==> src/hw/sensor_i2c_pkg.sv <==
// Shared constants, states and checksum function for the sensor I2C target frames
package sensor_i2c_pkg;
  localparam logic [7:0] GENERAL_CALL_BYTE = 8'h00;
  localparam logic [1:0] READ_SEL_ONE_BYTE = 2'h1;
  localparam logic [7:0] CRC_POLY          = 8'h07;
  localparam logic [7:0] CRC_INIT          = 8'hff;
  localparam logic [7:0] PAD_BYTE          = 8'hff;
  localparam logic [2:0] STD_CRC_POS       = 3'h4;
  localparam int         WR_WORD_W         = 16;
  localparam int         WR_DEPTH          = 2;
  // Single-byte read slots
  localparam logic [3:0] SLOT_T_MSB  = 4'h0;
  localparam logic [3:0] SLOT_X_MSB  = 4'h2;
  localparam logic [3:0] SLOT_Y_MSB  = 4'h4;
  localparam logic [3:0] SLOT_Z_MSB  = 4'h6;
  localparam logic [3:0] SLOT_STATUS = 4'h8;
  localparam logic [3:0] SLOT_CRC    = 4'h9;
  localparam logic [3:0] SLOT_PAD    = 4'ha;

  typedef enum logic [3:0] {
    ST_IDLE, ST_ADDR, ST_ADDR_ACK, ST_CMD, ST_CMD_ACK,
    ST_WDATA, ST_WDATA_ACK, ST_TX, ST_TX_ACK
  } frame_state_e;

  function automatic logic [7:0] crc8_step(input logic [7:0] crc, input logic [7:0] data);
    logic [7:0] c;
    c = crc ^ data;
    for (int i = 0; i < 8; i++) begin
      c = c[7] ? ((c << 1) ^ CRC_POLY) : (c << 1);
    end
    return c;
  endfunction
endpackage

==> src/hw/wr_buffer.sv <==
// Two-entry valid/ready buffer for received write words
`timescale 1ns/100ps
module wr_buffer #(
  parameter int W     = 16,
  parameter int DEPTH = 2
) (
  input  wire logic         clk,
  input  wire logic         rst,
  input  wire logic         in_valid,
  output logic              in_ready,
  input  wire logic [W-1:0] in_data,
  output logic              out_valid,
  input  wire logic         out_ready,
  output logic      [W-1:0] out_data
);
  logic [W-1:0] mem_r [DEPTH];
  logic [W-1:0] mem_nxt [DEPTH];
  logic [1:0]   cnt_r, cnt_nxt;
  logic         rd_r, rd_nxt;
  logic         wr_r, wr_nxt;
  logic         push, pop;

  assign in_ready  = (cnt_r != 2'(DEPTH));
  assign out_valid = (cnt_r != 2'h0);
  assign out_data  = mem_r[rd_r];
  assign push      = in_valid && in_ready;
  assign pop       = out_valid && out_ready;

  always_comb begin
    mem_nxt = mem_r;
    rd_nxt  = rd_r;
    wr_nxt  = wr_r;
    cnt_nxt = cnt_r;
    if (push) begin
      mem_nxt[wr_r] = in_data;
      wr_nxt        = ~wr_r;
    end
    if (pop) begin
      rd_nxt = ~rd_r;
    end
    if (push && !pop) begin
      cnt_nxt = cnt_r + 2'h1;
    end else if (pop && !push) begin
      cnt_nxt = cnt_r - 2'h1;
    end
  end

  always_ff @(posedge clk) begin
    if (rst) begin
      cnt_r <= 2'h0;
      rd_r  <= 1'b0;
      wr_r  <= 1'b0;
      for (int i = 0; i < DEPTH; i++) begin
        mem_r[i] <= '0;
      end
    end else begin
      cnt_r <= cnt_nxt;
      rd_r  <= rd_nxt;
      wr_r  <= wr_nxt;
      mem_r <= mem_nxt;
    end
  end
endmodule

==> src/hw/sensor_i2c_target.sv <==
// I2C target frame engine: general call write, standard read, single-byte read
//
// Summary of operation
// - Accept an all-zero first byte as a write addressed to this target.
// - Second byte MSB set starts a conversion after address decode.
// - Second byte low seven bits set start address; auto-increment per byte.
// - Broadcast write data bytes are stored at the addressed registers.
// - Standard read returns addressed register, advancing on each primary acknowledge except the one before the CRC byte.
// - With CRC on, standard read sends a fifth byte: CRC of four bytes.
// - Selection 01b: address-read alone starts result data at once.
// - Single-byte read sends enabled channel results then the status byte.
// - With CRC on, single-byte read appends CRC over address byte and data.
// - Channel order is temperature, X, Y, Z, skipping disabled channels.
// - Read frame format follows selection field and CRC enable.
`timescale 1ns/100ps
module sensor_i2c_target
  import sensor_i2c_pkg::*;
(
  input  wire logic        CLOCK,
  input  wire logic        RST,
  input  wire logic        SCL_IN,
  input  wire logic        SDA_IN,
  output logic             SDA_OUT,
  output logic             SDA_OE_N,
  input  wire logic [6:0]  TARGET_ADDR,
  input  wire logic [1:0]  READ_FRAME_SEL,
  input  wire logic        CRC_ENABLE,
  input  wire logic [2:0]  MAGNETIC_CHANNEL_ENABLE,
  input  wire logic        TEMPERATURE_CHANNEL_ENABLE,
  input  wire logic [7:0]  CONVERSION_STATUS_BYTE,
  input  wire logic [15:0] TEMP_RESULT,
  input  wire logic [15:0] X_RESULT,
  input  wire logic [15:0] Y_RESULT,
  input  wire logic [15:0] Z_RESULT,
  output logic      [6:0]  REG_ADDR,
  input  wire logic [7:0]  REG_RD_DATA,
  output logic             CONV_TRIGGER,
  output logic             WR_VALID,
  input  wire logic        WR_READY,
  output logic      [6:0]  WR_ADDR,
  output logic      [7:0]  WR_DATA,
  output logic             WR_BROADCAST
);
  import sensor_i2c_pkg::*;

  logic         scl_s1_r, scl_s2_r, scl_s3_r;
  logic         sda_s1_r, sda_s2_r, sda_s3_r;
  logic         scl_rise, scl_fall, start_det, stop_det;
  frame_state_e state_r, state_nxt;
  logic [2:0]   bit_r, bit_nxt;
  logic         done_r, done_nxt;
  logic [7:0]   shift_r, shift_nxt;
  logic [6:0]   addr_r, addr_nxt;
  logic         oe_n_r, oe_n_nxt;
  logic [7:0]   crc_r, crc_nxt;
  logic [2:0]   rd_cnt_r, rd_cnt_nxt;
  logic [3:0]   slot_r, slot_nxt;
  logic         slot_mode_r, slot_mode_nxt;
  logic         cmd_seen_r, cmd_seen_nxt;
  logic         bcast_r, bcast_nxt;
  logic         rw_r, rw_nxt;
  logic         mack_r, mack_nxt;
  logic         trig_r, trig_nxt;
  logic         buf_in_valid, buf_in_ready;
  logic [7:0]   tx_byte;
  logic         tx_slot_mode;
  logic [3:0]   tx_slot;
  logic [WR_WORD_W-1:0] buf_out;

  // Two-flop synchronisers, third flop for edge detection
  always_ff @(posedge CLOCK) begin
    if (RST) begin
      scl_s1_r <= 1'b1;
      scl_s2_r <= 1'b1;
      scl_s3_r <= 1'b1;
      sda_s1_r <= 1'b1;
      sda_s2_r <= 1'b1;
      sda_s3_r <= 1'b1;
    end else begin
      scl_s1_r <= SCL_IN;
      scl_s2_r <= scl_s1_r;
      scl_s3_r <= scl_s2_r;
      sda_s1_r <= SDA_IN;
      sda_s2_r <= sda_s1_r;
      sda_s3_r <= sda_s2_r;
    end
  end

  assign scl_rise  = scl_s2_r && !scl_s3_r;
  assign scl_fall  = !scl_s2_r && scl_s3_r;
  assign start_det = scl_s2_r && scl_s3_r && !sda_s2_r && sda_s3_r;
  assign stop_det  = scl_s2_r && scl_s3_r && sda_s2_r && !sda_s3_r;

  function automatic logic slot_on(input logic [3:0] s, input logic [2:0] mag,
                                   input logic t_en, input logic crc_en);
    case (s)
      4'h0, 4'h1: slot_on = t_en;
      4'h2, 4'h3: slot_on = mag[0];
      4'h4, 4'h5: slot_on = mag[1];
      4'h6, 4'h7: slot_on = mag[2];
      SLOT_CRC:   slot_on = crc_en;
      default:    slot_on = 1'b1;
    endcase
  endfunction

  function automatic logic [3:0] slot_after(input logic [4:0] from, input logic [2:0] mag,
                                            input logic t_en, input logic crc_en);
    logic [3:0] pick;
    logic       found;
    pick  = SLOT_PAD;
    found = 1'b0;
    for (int k = 0; k <= 10; k++) begin
      if (!found && (5'(k) > from || from == 5'h1f) && slot_on(4'(k), mag, t_en, crc_en)) begin
        pick  = 4'(k);
        found = 1'b1;
      end
    end
    if (from >= 5'(SLOT_PAD) && from != 5'h1f) begin
      pick = SLOT_PAD;
    end
    return pick;
  endfunction

  // Byte to send, chosen from frame format and pointer
  always_comb begin
    tx_slot_mode = slot_mode_r;
    tx_slot      = slot_r;
    if (state_r == ST_ADDR_ACK) begin
      // Format from selection field and checksum enable
      // Direct read only without a command byte
      tx_slot_mode = !cmd_seen_r && READ_FRAME_SEL == READ_SEL_ONE_BYTE;
      tx_slot      = slot_after(5'h1f, MAGNETIC_CHANNEL_ENABLE,
                                TEMPERATURE_CHANNEL_ENABLE, CRC_ENABLE);
    end
    tx_byte = REG_RD_DATA;
    if (tx_slot_mode) begin
      case (tx_slot)
        4'h0:        tx_byte = TEMP_RESULT[15:8];
        4'h1:        tx_byte = TEMP_RESULT[7:0];
        4'h2:        tx_byte = X_RESULT[15:8];
        4'h3:        tx_byte = X_RESULT[7:0];
        4'h4:        tx_byte = Y_RESULT[15:8];
        4'h5:        tx_byte = Y_RESULT[7:0];
        4'h6:        tx_byte = Z_RESULT[15:8];
        4'h7:        tx_byte = Z_RESULT[7:0];
        SLOT_STATUS: tx_byte = CONVERSION_STATUS_BYTE;
        SLOT_CRC:    tx_byte = crc_r;
        default:     tx_byte = PAD_BYTE;
      endcase
    end else if (CRC_ENABLE && rd_cnt_r == STD_CRC_POS) begin
      tx_byte = crc_r;
    end
  end

  always_comb begin
    state_nxt     = state_r;
    bit_nxt       = bit_r;
    done_nxt      = done_r;
    shift_nxt     = shift_r;
    addr_nxt      = addr_r;
    oe_n_nxt      = oe_n_r;
    crc_nxt       = crc_r;
    rd_cnt_nxt    = rd_cnt_r;
    slot_nxt      = slot_r;
    slot_mode_nxt = slot_mode_r;
    cmd_seen_nxt  = cmd_seen_r;
    bcast_nxt     = bcast_r;
    rw_nxt        = rw_r;
    mack_nxt      = mack_r;
    trig_nxt      = 1'b0;
    buf_in_valid  = 1'b0;
    if (start_det) begin
      state_nxt  = ST_ADDR;
      bit_nxt    = 3'h0;
      rd_cnt_nxt = 3'h0;
      done_nxt  = 1'b0;
      oe_n_nxt  = 1'b1;
    end else if (stop_det) begin
      state_nxt    = ST_IDLE;
      oe_n_nxt     = 1'b1;
      cmd_seen_nxt = 1'b0;
    end else begin
      case (state_r)
        ST_ADDR, ST_CMD, ST_WDATA: begin
          if (scl_rise && !done_r) begin
            shift_nxt = {shift_r[6:0], sda_s2_r};
            bit_nxt   = bit_r + 3'h1;
            done_nxt  = (bit_r == 3'h7);
          end else if (scl_fall && done_r) begin
            done_nxt = 1'b0;
            bit_nxt  = 3'h0;
            if (state_r == ST_ADDR) begin
              if (shift_r == GENERAL_CALL_BYTE || shift_r[7:1] == TARGET_ADDR) begin
                oe_n_nxt  = 1'b0;
                bcast_nxt = (shift_r == GENERAL_CALL_BYTE);
                rw_nxt    = shift_r[0];
                state_nxt = ST_ADDR_ACK;
              end else begin
                state_nxt = ST_IDLE;
              end
            end else if (state_r == ST_CMD) begin
              addr_nxt     = shift_r[6:0];
              trig_nxt     = shift_r[7];
              cmd_seen_nxt = 1'b1;
              oe_n_nxt     = 1'b0;
              state_nxt    = ST_CMD_ACK;
            end else if (buf_in_ready) begin
              buf_in_valid = 1'b1;
              addr_nxt     = addr_r + 7'h1;
              oe_n_nxt     = 1'b0;
              state_nxt    = ST_WDATA_ACK;
            end else begin
              state_nxt = ST_IDLE;
            end
          end
        end
        ST_ADDR_ACK: begin
          if (scl_fall) begin
            if (rw_r) begin
              slot_mode_nxt = tx_slot_mode;
              slot_nxt      = slot_after({1'b0, tx_slot}, MAGNETIC_CHANNEL_ENABLE,
                                         TEMPERATURE_CHANNEL_ENABLE, CRC_ENABLE);
              // Data sent per enabled channel, then status, then checksum when enabled
              // Single-byte checksum seeded with the address byte
              crc_nxt    = crc8_step(tx_slot_mode ? crc8_step(CRC_INIT, shift_r) : CRC_INIT,
                                     tx_byte);
              rd_cnt_nxt = 3'h1;
              if (!tx_slot_mode) begin
                addr_nxt = addr_r + 7'h1;
              end
              shift_nxt = tx_byte;
              oe_n_nxt  = tx_byte[7];
              state_nxt = ST_TX;
            end else begin
              oe_n_nxt  = 1'b1;
              state_nxt = ST_CMD;
            end
          end
        end
        ST_CMD_ACK, ST_WDATA_ACK: begin
          if (scl_fall) begin
            oe_n_nxt  = 1'b1;
            state_nxt = ST_WDATA;
          end
        end
        ST_TX: begin
          if (scl_fall) begin
            if (bit_r == 3'h7) begin
              oe_n_nxt  = 1'b1;
              bit_nxt   = 3'h0;
              state_nxt = ST_TX_ACK;
            end else begin
              shift_nxt = {shift_r[6:0], 1'b0};
              oe_n_nxt  = shift_r[6];
              bit_nxt   = bit_r + 3'h1;
            end
          end
        end
        ST_TX_ACK: begin
          if (scl_rise) begin
            mack_nxt = !sda_s2_r;
          end else if (scl_fall) begin
            if (mack_r) begin
              shift_nxt = tx_byte;
              oe_n_nxt  = tx_byte[7];
              state_nxt = ST_TX;
              if (slot_mode_r) begin
                slot_nxt = slot_after({1'b0, slot_r}, MAGNETIC_CHANNEL_ENABLE,
                                      TEMPERATURE_CHANNEL_ENABLE, CRC_ENABLE);
                crc_nxt  = crc8_step(crc_r, tx_byte);
              end else if (CRC_ENABLE && rd_cnt_r == STD_CRC_POS) begin
                rd_cnt_nxt = 3'h0;
                crc_nxt    = CRC_INIT;
              end else begin
                rd_cnt_nxt = rd_cnt_r + 3'h1;
                crc_nxt    = crc8_step(crc_r, tx_byte);
                addr_nxt   = addr_r + 7'h1;
              end
            end else begin
              state_nxt = ST_IDLE;
            end
          end
        end
        default: begin
          oe_n_nxt = 1'b1;
        end
      endcase
    end
  end

  always_ff @(posedge CLOCK) begin
    if (RST) begin
      state_r     <= ST_IDLE;
      bit_r       <= 3'h0;
      done_r      <= 1'b0;
      shift_r     <= 8'h00;
      addr_r      <= 7'h00;
      oe_n_r      <= 1'b1;
      crc_r       <= CRC_INIT;
      rd_cnt_r    <= 3'h0;
      slot_r      <= SLOT_T_MSB;
      slot_mode_r <= 1'b0;
      cmd_seen_r  <= 1'b0;
      bcast_r     <= 1'b0;
      rw_r        <= 1'b0;
      mack_r      <= 1'b0;
      trig_r      <= 1'b0;
    end else begin
      state_r     <= state_nxt;
      bit_r       <= bit_nxt;
      done_r      <= done_nxt;
      shift_r     <= shift_nxt;
      addr_r      <= addr_nxt;
      oe_n_r      <= oe_n_nxt;
      crc_r       <= crc_nxt;
      rd_cnt_r    <= rd_cnt_nxt;
      slot_r      <= slot_nxt;
      slot_mode_r <= slot_mode_nxt;
      cmd_seen_r  <= cmd_seen_nxt;
      bcast_r     <= bcast_nxt;
      rw_r        <= rw_nxt;
      mack_r      <= mack_nxt;
      trig_r      <= trig_nxt;
    end
  end

  wr_buffer #(
    .W     (WR_WORD_W),
    .DEPTH (WR_DEPTH)
  ) u_wr_buffer (
    .clk       (CLOCK),
    .rst       (RST),
    .in_valid  (buf_in_valid),
    .in_ready  (buf_in_ready),
    .in_data   ({bcast_r, addr_r, shift_r}),
    .out_valid (WR_VALID),
    .out_ready (WR_READY),
    .out_data  (buf_out)
  );

  assign WR_BROADCAST = buf_out[15];
  assign WR_ADDR      = buf_out[14:8];
  assign WR_DATA      = buf_out[7:0];
  assign SDA_OUT      = 1'b0;
  assign SDA_OE_N     = oe_n_r;
  assign REG_ADDR     = addr_r;
  assign CONV_TRIGGER = trig_r;
endmodule

==> config.mk <==
export PLATFORM = sky130hd
export DESIGN_NAME = sensor_i2c_target
export DESIGN_NICKNAME = d
export VERILOG_FILES = /design/src/hw/sensor_i2c_pkg.sv /design/src/hw/wr_buffer.sv /design/src/hw/sensor_i2c_target.sv
export SDC_FILE = /design/constraint.sdc
export NUM_CORES = 1
export LEC_CHECK = 0
export ABC_AREA = 1
export BUFFER_PORTS_ARGS = -buffer_cell sky130_fd_sc_hd__buf_4
export CORE_ASPECT_RATIO = 1.25
export CORE_MARGIN = 4
export CORE_UTILIZATION = 25
export DETAILED_ROUTE_END_ITERATION = 12
export GPL_ROUTABILITY_DRIVEN = 1
export PLACE_DENSITY = 0.5
export SLEW_MARGIN = 15
export SYNTH_ARGS = -nofsm -noshare
export SYNTH_HDL_FRONTEND = slang
export SYNTH_SLANG_ARGS = --single-unit
==> constraint.sdc <==
create_clock -name CLOCK -period 2.7 [get_ports CLOCK]
set_clock_uncertainty 0.2 [all_clocks]
set_input_delay 0.135 -clock CLOCK [delete_from_list [all_inputs] [get_ports CLOCK]]
set_output_delay 0.135 -clock CLOCK [all_outputs]
set_load 0.02 [all_outputs]
# == Yosys cells after proc, flatten, opt, wreduce, memory -nomap -nowiden ==
# Index checks and enable logic that the tools add are counted.
# word_totals
in_bits,99
out_inout_bits,27
elab_cells,691
regBits,87
# classes
n_mux,406
bitwise,37
n_reduce_logical,138
addsub,5
n_eq_ne,53
n_lt_le_gt_ge,25
# ops
operator,n
$mux W1,269
$mux W4,49
$mux W8,18
$mux W3,39
$mux W7,13
$pmux W8 S10,1
$not A3 Y3,24
$logic_and A1 B1 Y1,66
$mux W16,4
$ne A2 B2 Y1 const B,20
$logic_not A1 Y1,38
$bwmux W32,1
$eq A4 B3 Y1 const B,8
$gt A3 B4 Y1 const A,8
$ne A4 B4 Y1 const B,8
$pmux W8 S4,1
$reduce_and A9 Y1,3
$gt A4 B4 Y1 const A,6
$pmux W7 S3,1
$pmux W4 S5,1
$demux W16 S1,1
$eq A4 B2 Y1 const B,4
$gt A2 B4 Y1 const A,4
$pmux W8 S2,1
44 further kinds,76

# == Depth between registers and ports, before layout ==
# Gate-level depths: netlist of run 1.
# depth
word_depth,133
mapped_depth,26
mapped_depth_nobuf,25

# == By module ==
# A second synthesis of run 1 with hierarchy kept.
# hier_totals
cells_unflattened,1118
area_unflattened_um2,6703.9
# by_module_without_submodules
module,seq_area_each_um2,area_per_inst_um2,n_inst,cells_each
sensor_i2c_target,1021.0,4953.5,1,847
wr_buffer,720.7,1750.4,1,271

# == Least setup slack after synthesis of run 1 ==
# OpenSTA, ideal clock, no wires.
# synth_path
path_type,register -> register
startpoint,register state_r[0]
endpoint,register crc_r[2]
synth_period_minus_slack_ns,2.550
slack_ns,0.150
setup_ns,0.115
path_stages_with_launch,26
path_buffers,1
t_arrival_ns,2.235
t_required_ns,2.385
cell_sequence,dfxtp_1 > buf_4 > inv_1 > nand2_2 > nor2_8 > nand2_2 > nand2_4 > nand2_4 > nor2_4 > nand2_1 > nand2_1 > nor2_1 > nand3_4 > nand2_4 > nand2_2 > nand2_2 > nand2_2 > nand2_2 > nand2_2 > nand2_1 > nand2_1 > nand3_1 > nand2_1 > inv_1 > nand2_1 > nand2_1
# synth_between
elab_chain_len,17
word_cells_on_any_way,52
cone_classes,eq/ne: 16; mux: 23; bitwise: 10; reduce/logical: 3
# synth_lines
item,line_no,rtl
start: declaration,sensor_i2c_target.sv:49,"frame_state_e state_r, state_nxt;"
start signal: assignment,sensor_i2c_target.sv:309,state_r <= state_nxt;
$eq A4 B2 Y1,"sensor_i2c_target.sv:128, sensor_i2c_target.sv:183",
$mux W4,sensor_i2c_target.sv:128,if (state_r == ST_ADDR_ACK) begin
$eq A4 B4 Y1 (tied with other cells),sensor_i2c_target.sv:137,case (tx_slot)
$pmux W8 S10,sensor_i2c_target.sv:137,
$mux W8,sensor_i2c_target.sv:136,if (tx_slot_mode) begin
$xor A8 B8 Y8,sensor_i2c_pkg.sv:27,c = crc ^ data;
$mux W3 / $not A3 Y3 (equally long branches),--,
$not A3 Y3 (no source line) / $mux W3 (equally long branches),--,
$mux W3 / $not A3 Y3 (equally long branches),--,
$not A3 Y3 (no source line) / $mux W3 (equally long branches),--,
$mux W3,sensor_i2c_pkg.sv:29,c = c[7] ? ((c << 1) ^ CRC_POLY) : (c << 1);
$mux W8,sensor_i2c_target.sv:271,end else if (CRC_ENABLE && rd_cnt_r == STD_CRC_POS) begin
$mux W8,sensor_i2c_target.sv:267,if (slot_mode_r) begin
$mux W8,sensor_i2c_target.sv:263,if (mack_r) begin
$mux W8,sensor_i2c_target.sv:262,end else if (scl_fall) begin
$mux W8,sensor_i2c_target.sv:260,if (scl_rise) begin
$pmux W8 S2,sensor_i2c_target.sv:183,case (state_r)
end signal: assignment,sensor_i2c_target.sv:315,crc_r <= crc_nxt;
end: declaration,sensor_i2c_target.sv:55,"logic [7:0] crc_r, crc_nxt;"
# Several ways; a longest one is shown, not always the timed one. The select of a mux whose other input is x is not followed.
# A chain may end at the register's enable or synchronous reset.

# == Final worst setup path of run 1 ==
# layout_path
startpoint,register state_r[0]
endpoint,register crc_r[1]
# layout_between
elab_chain_len,17
word_cells_on_any_way,48
cone_classes,eq/ne: 16; mux: 21; bitwise: 8; reduce/logical: 3
# layout_lines
item,line_no
$eq A4 B2 Y1,"sensor_i2c_target.sv:128, sensor_i2c_target.sv:183"
$mux W4,sensor_i2c_target.sv:128
$eq A4 B4 Y1 (tied with other cells),sensor_i2c_target.sv:137
$pmux W8 S10,sensor_i2c_target.sv:137
$mux W8,sensor_i2c_target.sv:136
$xor A8 B8 Y8,sensor_i2c_pkg.sv:27
$not A3 Y3 (no source line),--
$mux W3,sensor_i2c_pkg.sv:29
$mux W3 / $not A3 Y3 (equally long branches),--
$not A3 Y3 (no source line) / $mux W3 (equally long branches),--
$mux W3,sensor_i2c_pkg.sv:29
$mux W8,sensor_i2c_target.sv:271
$mux W8,sensor_i2c_target.sv:267
$mux W8,sensor_i2c_target.sv:263
$mux W8,sensor_i2c_target.sv:262
$mux W8,sensor_i2c_target.sv:260
$pmux W8 S2,sensor_i2c_target.sv:183
# Several ways; a longest one is shown, not always the timed one. The select of a mux whose other input is x is not followed.

==> results of run 1 <==
## cell usage in the layout, fill, tap and decap left out, drive strengths merged, types with 7 or more instances in the layout
cell    instances
dfxtp          87
nand4          11
inv           128
ha              9
nand3          79
o21ai          83
xor2           24
xnor2           8
a21oi          80
buf           252
a221oi          7
clkbuf         10
nor2          101
nand2         328
nor3           12
## per-layer routing
layer	GRT usage	wire [µm]	up-vias
met5	0	0	-
li1	-	-	3831
met3	0.0257	1180	25
met4	0.0516	464	0
met2	0.269	10900	197
met1	0.208	10200	3298
## flip-flops by register name (all words and copies together) (netlist names), 2 cells and up
name	flops
REG_ADDR	7
u_wr_buffer.cnt_r	2
u_wr_buffer.mem_r	32
rd_cnt_r	3
crc_r	8
shift_r	8
bit_r	3
slot_r	4
state_r	4
## cells by family (layout without fill, tap and decap cells)
group	count (synthesis)	count (layout)	share of synthesized area
mux	1	1	0.00156
xor+xnor	32	32	0.0467
buf+inv	156	403	0.0934
fa+ha+maj	9	9	0.0176
flops	87	87	0.272
compound gates	200	200	0.173
simple gates	543	543	0.395
other cells	1	1	0.000586
## tightest hold or removal path, stage by stage
cell	delay [ps]
buf_4	100
a31oi_2	100
o21ai_2	80
o2111ai_1	110
nand2_1	70
a21oi_1	50
## final cells by class
type,instances,area (µm²),area share
timing repair buffer,258,2040,0.212
multi-input combinational,786,4590,0.477
sequential,87,1750,0.182
tap,335,419,0.0435
clock buffer,10,239,0.0248
clock inverter,6,91.3,0.00949
inverter,129,494,0.0513
## final timing paths
check	start	to	slack (ps)	depth (start not counted)
max	state_r[0]	crc_r[1]	-120	23
min reg2reg	sda_s1_r	sda_s2_r	210	1
min	MAGNETIC_CHANNEL_ENABLE[0]	slot_r[0]	140	6
max reg2reg	state_r[0]	crc_r[1]	-120	23
## where the power goes
group          switching [W]  internal, W  leakage (nW)  total [W]
clock network       0.000560     0.000841         0.163    0.00140
registers           0.000276      0.00149         0.709    0.00177
logic                0.00230      0.00178          3.63    0.00407
## synthesized netlist by cell type, types with 4 or more instances
library cell / count
nand2_1: 299
inv_1: 118
dfxtp_1: 87
nor2_1: 82
a21oi_1: 80
o21ai_0: 79
nand3_1: 72
xor2_1: 23
clkbuf_1: 20
nand2_2: 19
nor3_1: 12
nand4_1: 11
inv_2: 10
ha_1: 9
nand2_4: 9
nor2_4: 9
nor2_2: 8
xnor2_1: 8
a221oi_1: 7
a31oi_1: 6
o211ai_1: 6
or2_2: 6
a211oi_1: 5
nand3_2: 5
buf_2: 4
## per-stage QoR
step / util / TNS [ps] / total power, W
2_1_floorplan: - / 0 / 0.00388
3_3_place_gp: 0.337 / -1190 / 0.00535
3_5_place_dp: 0.337 / -1630 / 0.00536
4_1_cts: 0.364 / -202 / 0.00697
5_1_grt: 0.382 / -2670 / 0.00781
6_report: 0.382 / -638 / 0.00724
## repair_timing
item	4_1_cts	5_1_grt
pin swaps	24	60
hold endpoints to repair	11	0
buffers inserted	12	8
setup endpoints to repair	21	29
gates resized for setup	58	95
hold buffers	6	0
==> flow_summary.ini, run 1 <==
[synthesis]
ys_seq_area_frac = 0.272
synthCells = 1029
synth_flop_cell = dfxtp_1
ys_warn_count = 0
ys_ff_latch = 87
synth_edf_count = 0
syn_nets = 1137
synth_top_area_frac = 0.272
ys_top_cells_by_area = dfxtp_1 (27%), nand2_1 (18%), inv_1 (6.9%)
avgSynthCellArea_um2 = 6.22
synth_async_sr_flop_share = 0
synth_cell_types = 49
synth_area_mm2 = 0.00640
synth_area_leader_cell = dfxtp_1

[clocking]
clock_sinks = 87
cts_tree = built
root_buffer = clkbuf_16
worstSkewPairLatency_ps = 350
cts-htree-levels = 3
cts_buffer_depth = 2
cts.clk_slew.worst_paths_ps = 70
cts_buffers = 9

[outcome]
violations = setup timing
outcome = finished, violations left

[grt]
grt_usage = 0.160
grt_remaining_overflow = 0
grt_max_degree = 48
grt_pass1_vias = 7179
antenna_found_initial = 0
grt_pass1_wl_mm = 36.4

[floorplanning]
io_pins = 126
rows = 65
core_mm2 = 0.0252
die_y_um = 187
die_w_um = 151
dieArea_mm2 = 0.0283
start_util = 0.254

[critical_path]
critPathCaptureType = flop
crit_chain = inv_4 > nand2_4 > nor2_8 > nand2_4 > nand2_8 > buf_6 > nand2_4 > nor2_4 > nand2_1 > nand2_1 > nor2_1 > nand3_2 > nand2_4 > nand2_4 > nand2_4 > nand2_2 > nand2_1 > nand2_2 > nand2_2 > nand2_2 > nand3_1 > nand2_1 > o211ai_1
critPathMaxFanout = 8
cp_slowest_cell = dfxtp_4
worstPathArrival_ps = 2840
crit_buf_inv = 2
slowest_delay_ps = 370
crit_family = simple AND/OR/NAND/NOR gates
worstSetupStartpointType = flop
crit_top_cell = nand2_4
required_ps = 2720
critical_path_class = flop to flop

[timing]
finalHoldViolCount = 0
max_slew_margin = 0.570
hold-worst-slack_ps = 145
setup_violations = 9
fmax_ghz = 0.354
finalWorstSetupSlack_ps = -125
min_period_over_period = 1.05
rsz0062_at_grt = true
worst_slew_pin_slew_ps = 644
drv_slew = 0
min_period_ps = 2820

[layout]
nFillCells = 2772
final_cell_area_mm2 = 0.00963
diodes = 0
finalNetCount = 1379
fin_cells = 1611
drive_gt1_frac = 0.348
syn_to_final_growth_pct = 50.4

[detailed_routing]
wl_per_cell_um = 14.1
drc = 0
ant_nets = 0
drt-total-wl_mm = 22.7
drt-initial-drc-count = 306
vias = 7351
via_per_inst = 4.56
first_pass_iters = 5

[hold_path]
hold_class = input port to flop

[place]
port-buffer-count = 124
placed_cell_area_mm2 = 0.00851
place.gp.congestion = 0.944
place_hpwl_mm = 17.9
placed_cells = 1570
place_ws_ps = -254

[flow_run]
drv_cap = 0

[pwr]
power.leakage_nw = 4.50
ir_drop_uv = 366
powerDensity_mw_per_mm2 = 752
(Power assumes the default switching activity.)
==> run 2: changes to the inputs <==
SYNTH_HIERARCHICAL = 1   (was not set)
==> flow_summary.ini, run 2 <==
[critical_path]
critPathCaptureType = flop
critical_path_class = flop to flop
r2r_slack_ps = -60
reg2reg_depth = 20
worstSetupPathDepth = 20
crit_buf_inv = 4
critPathMaxFanout = 5
crit_family = simple AND/OR/NAND/NOR gates
worstSetupStartpointType = flop
slowest_delay_ps = 370
cp_slowest_cell = dfxtp_4
worstPathArrival_ps = 2820
required_ps = 2760
crit_chain = inv_2 > nand2_2 > nor2_4 > buf_6 > nand3_4 > nand3_4 > nor2_4 > buf_12 > nand2_4 > nand2_2 > nor2_2 > nand3_2 > nand2_4 > xor2_4 > xor2_2 > inv_1 > nand2_1 > nand3_1 > nand3_1 > nand2_1

[synthesis]
synth_common_cells = nand2_1 (355), nor2_1 (147), inv_1 (139)
ys_seq_area_frac = 0.260
ys_top_cells_by_area = dfxtp_1 (26%), nand2_1 (20%), nor2_1 (8.2%)
synthCells = 1118
synth_flop_cell = dfxtp_1
synth_edf_count = 0
synth_most_common_cell = nand2_1
synth_area_leader_cell = dfxtp_1
synth_top_area_frac = 0.260
avgSynthCellArea_um2 = 6.00
synth_async_sr_flop_share = 0
syn_nets = 1226
synth_area_mm2 = 0.00670
ys_warn_count = 6
ys_ff_latch = 87
synth_cell_types = 49

[layout]
drive_gt1_frac = 0.351
largestRegisters = u_wr_buffer/mem_r: 32 flops, crc_r: 8 flops, shift_r: 8 flops
largest_reg_flops = 32
final_common_cell = nand2_1
syn_to_final_growth_pct = 49.2
finalNetCount = 1462
diodes = 0
top_register = u_wr_buffer/mem_r
layout_common_cells = nand2_1 (277), buf_4 (237), nor2_1 (133)

[detailed_routing]
drc = 0
wl_per_cell_um = 14.1
ant_nets = 0
via_per_inst = 4.53
drt-initial-drc-count = 360
first_pass_iters = 5
vias = 7699
drt-total-wl_mm = 23.9

[grt]
grt_max_degree = 36
grt_remaining_overflow = 0
antenna_found_initial = 0
grt_pass1_wl_mm = 37.6
grt_pass1_vias = 7367
grt_usage = 0.156

[timing]
min_period_over_period = 1.02
finalHoldViolCount = 0
min_period_ps = 2760
hold-worst-slack_ps = 2.51
setup_violations = 8
rsz0062_at_grt = true
fmax_ghz = 0.362
drv_slew = 0
final.setup.tns_ps = -359
finalWorstSetupSlack_ps = -62.8

[clocking]
cts_buffer_depth = 2
cts.clk_slew.worst_paths_ps = 70
cts_buffers = 9
worstSkewPairLatency_ps = 360
root_buffer = clkbuf_16
cts_tree = built
cts-htree-levels = 3
clock_sinks = 87

[hold_path]
hold_class = input port to flop
whs_path_depth = 2

[floorplanning]
rows = 66
dieArea_mm2 = 0.0295
die_y_um = 191
io_pins = 126
start_util = 0.255
core_mm2 = 0.0263
die_w_um = 154

[place]
place.gp.congestion = 0.903
place_ws_ps = -272
port-buffer-count = 124
place_hpwl_mm = 18.3

[pwr]
power.leakage_nw = 4.88
clkPwrFrac = 0.244
ir_drop_uv = 313
p_seq_frac = 0.258
p_sw_frac = 0.409
internal_power_w = 0.00363
pwr-share-comb = 0.498
powerDensity_mw_per_mm2 = 614
power_switching_w = 0.00251
finalPower_w = 0.00614

[flow_run]
drv_cap = 0

[outcome]
violations = setup timing
outcome = finished, violations left
[run 2: cell count changes after synthesis, moves of 9 or more]
cell / change
nand2_1: +56
a21oi_1: -30
o21ai_0: -35
xor2_1: -9
inv_1: +21
nor2_1: +65
nand3_1: +21
[run 2: final timing paths]
kind                            startpoint        end
worst max register to register  state_r[0]   crc_r[3]
worst min-delay path                   RST  slot_r[1]
worst min register to register    sda_s1_r   sda_s2_r
worst max-delay path            state_r[0]   crc_r[3]
[run 2: routing by layer]
layer  vias up  wire, µm  GRT usage  share of wire
li1       4020         -          -              -
met1      3439     10500      0.194           0.44
met2       220     11800      0.276           0.49
met3        20      1430     0.0322          0.060
met4         0       266     0.0394          0.011
met5         -         0          0              0
[run 2: layout make-up]
type / count / area (µm²)
timing repair buffer: 256 / 2010
multi-input combinational: 849 / 4880
clock buffer: 10 / 229
inverter: 151 / 583
fill: 2869 / 16300
sequential: 87 / 1750
clock inverter: 6 / 116
tap: 340 / 425
[run 2: cells by family after synthesis]
logic type,Yosys count,share of synthesized area
adders and majority gates,9,0.0168
other,1,0.000559
xor gates and xnor gates,23,0.0328
AOI/OAI and AO/OA,137,0.122
DFF,87,0.260
buffers and inverters,182,0.116
and+or+nand+nor,677,0.449
muxes,2,0.00299
[run 2: power by group through the flow]
stage	clock network [W]	registers, W	logic, W
finish	0.00150	0.00158	0.00306
detailed placement	0	0.00159	0.00250
CTS	0.00154	0.00157	0.00264
global placement	0	0.00159	0.00250
global route	0.00159	0.00160	0.00335
floorplan	0	0.00158	0.00155
[run 2: per-stage QoR]
step | cells | utilization | area, µm²
4_1_cts | 1679 | 0.352 | 9240
2_1_floorplan | 1118 | - | 6700
3_3_place_gp | 1647 | 0.326 | 8570
3_5_place_dp | 1647 | 0.326 | 8570
5_1_grt | 1699 | 0.381 | 10000
6_report | 1699 | 0.381 | 10000
[run 2: timing repair]
item                       in CTS  in global routing
hold endpoints to repair        6                  0
hold buffers                    5                  0
setup endpoints to repair       9                 16
gates resized for setup        52                158
pin swaps                      23                 71
buffers inserted               11                 22
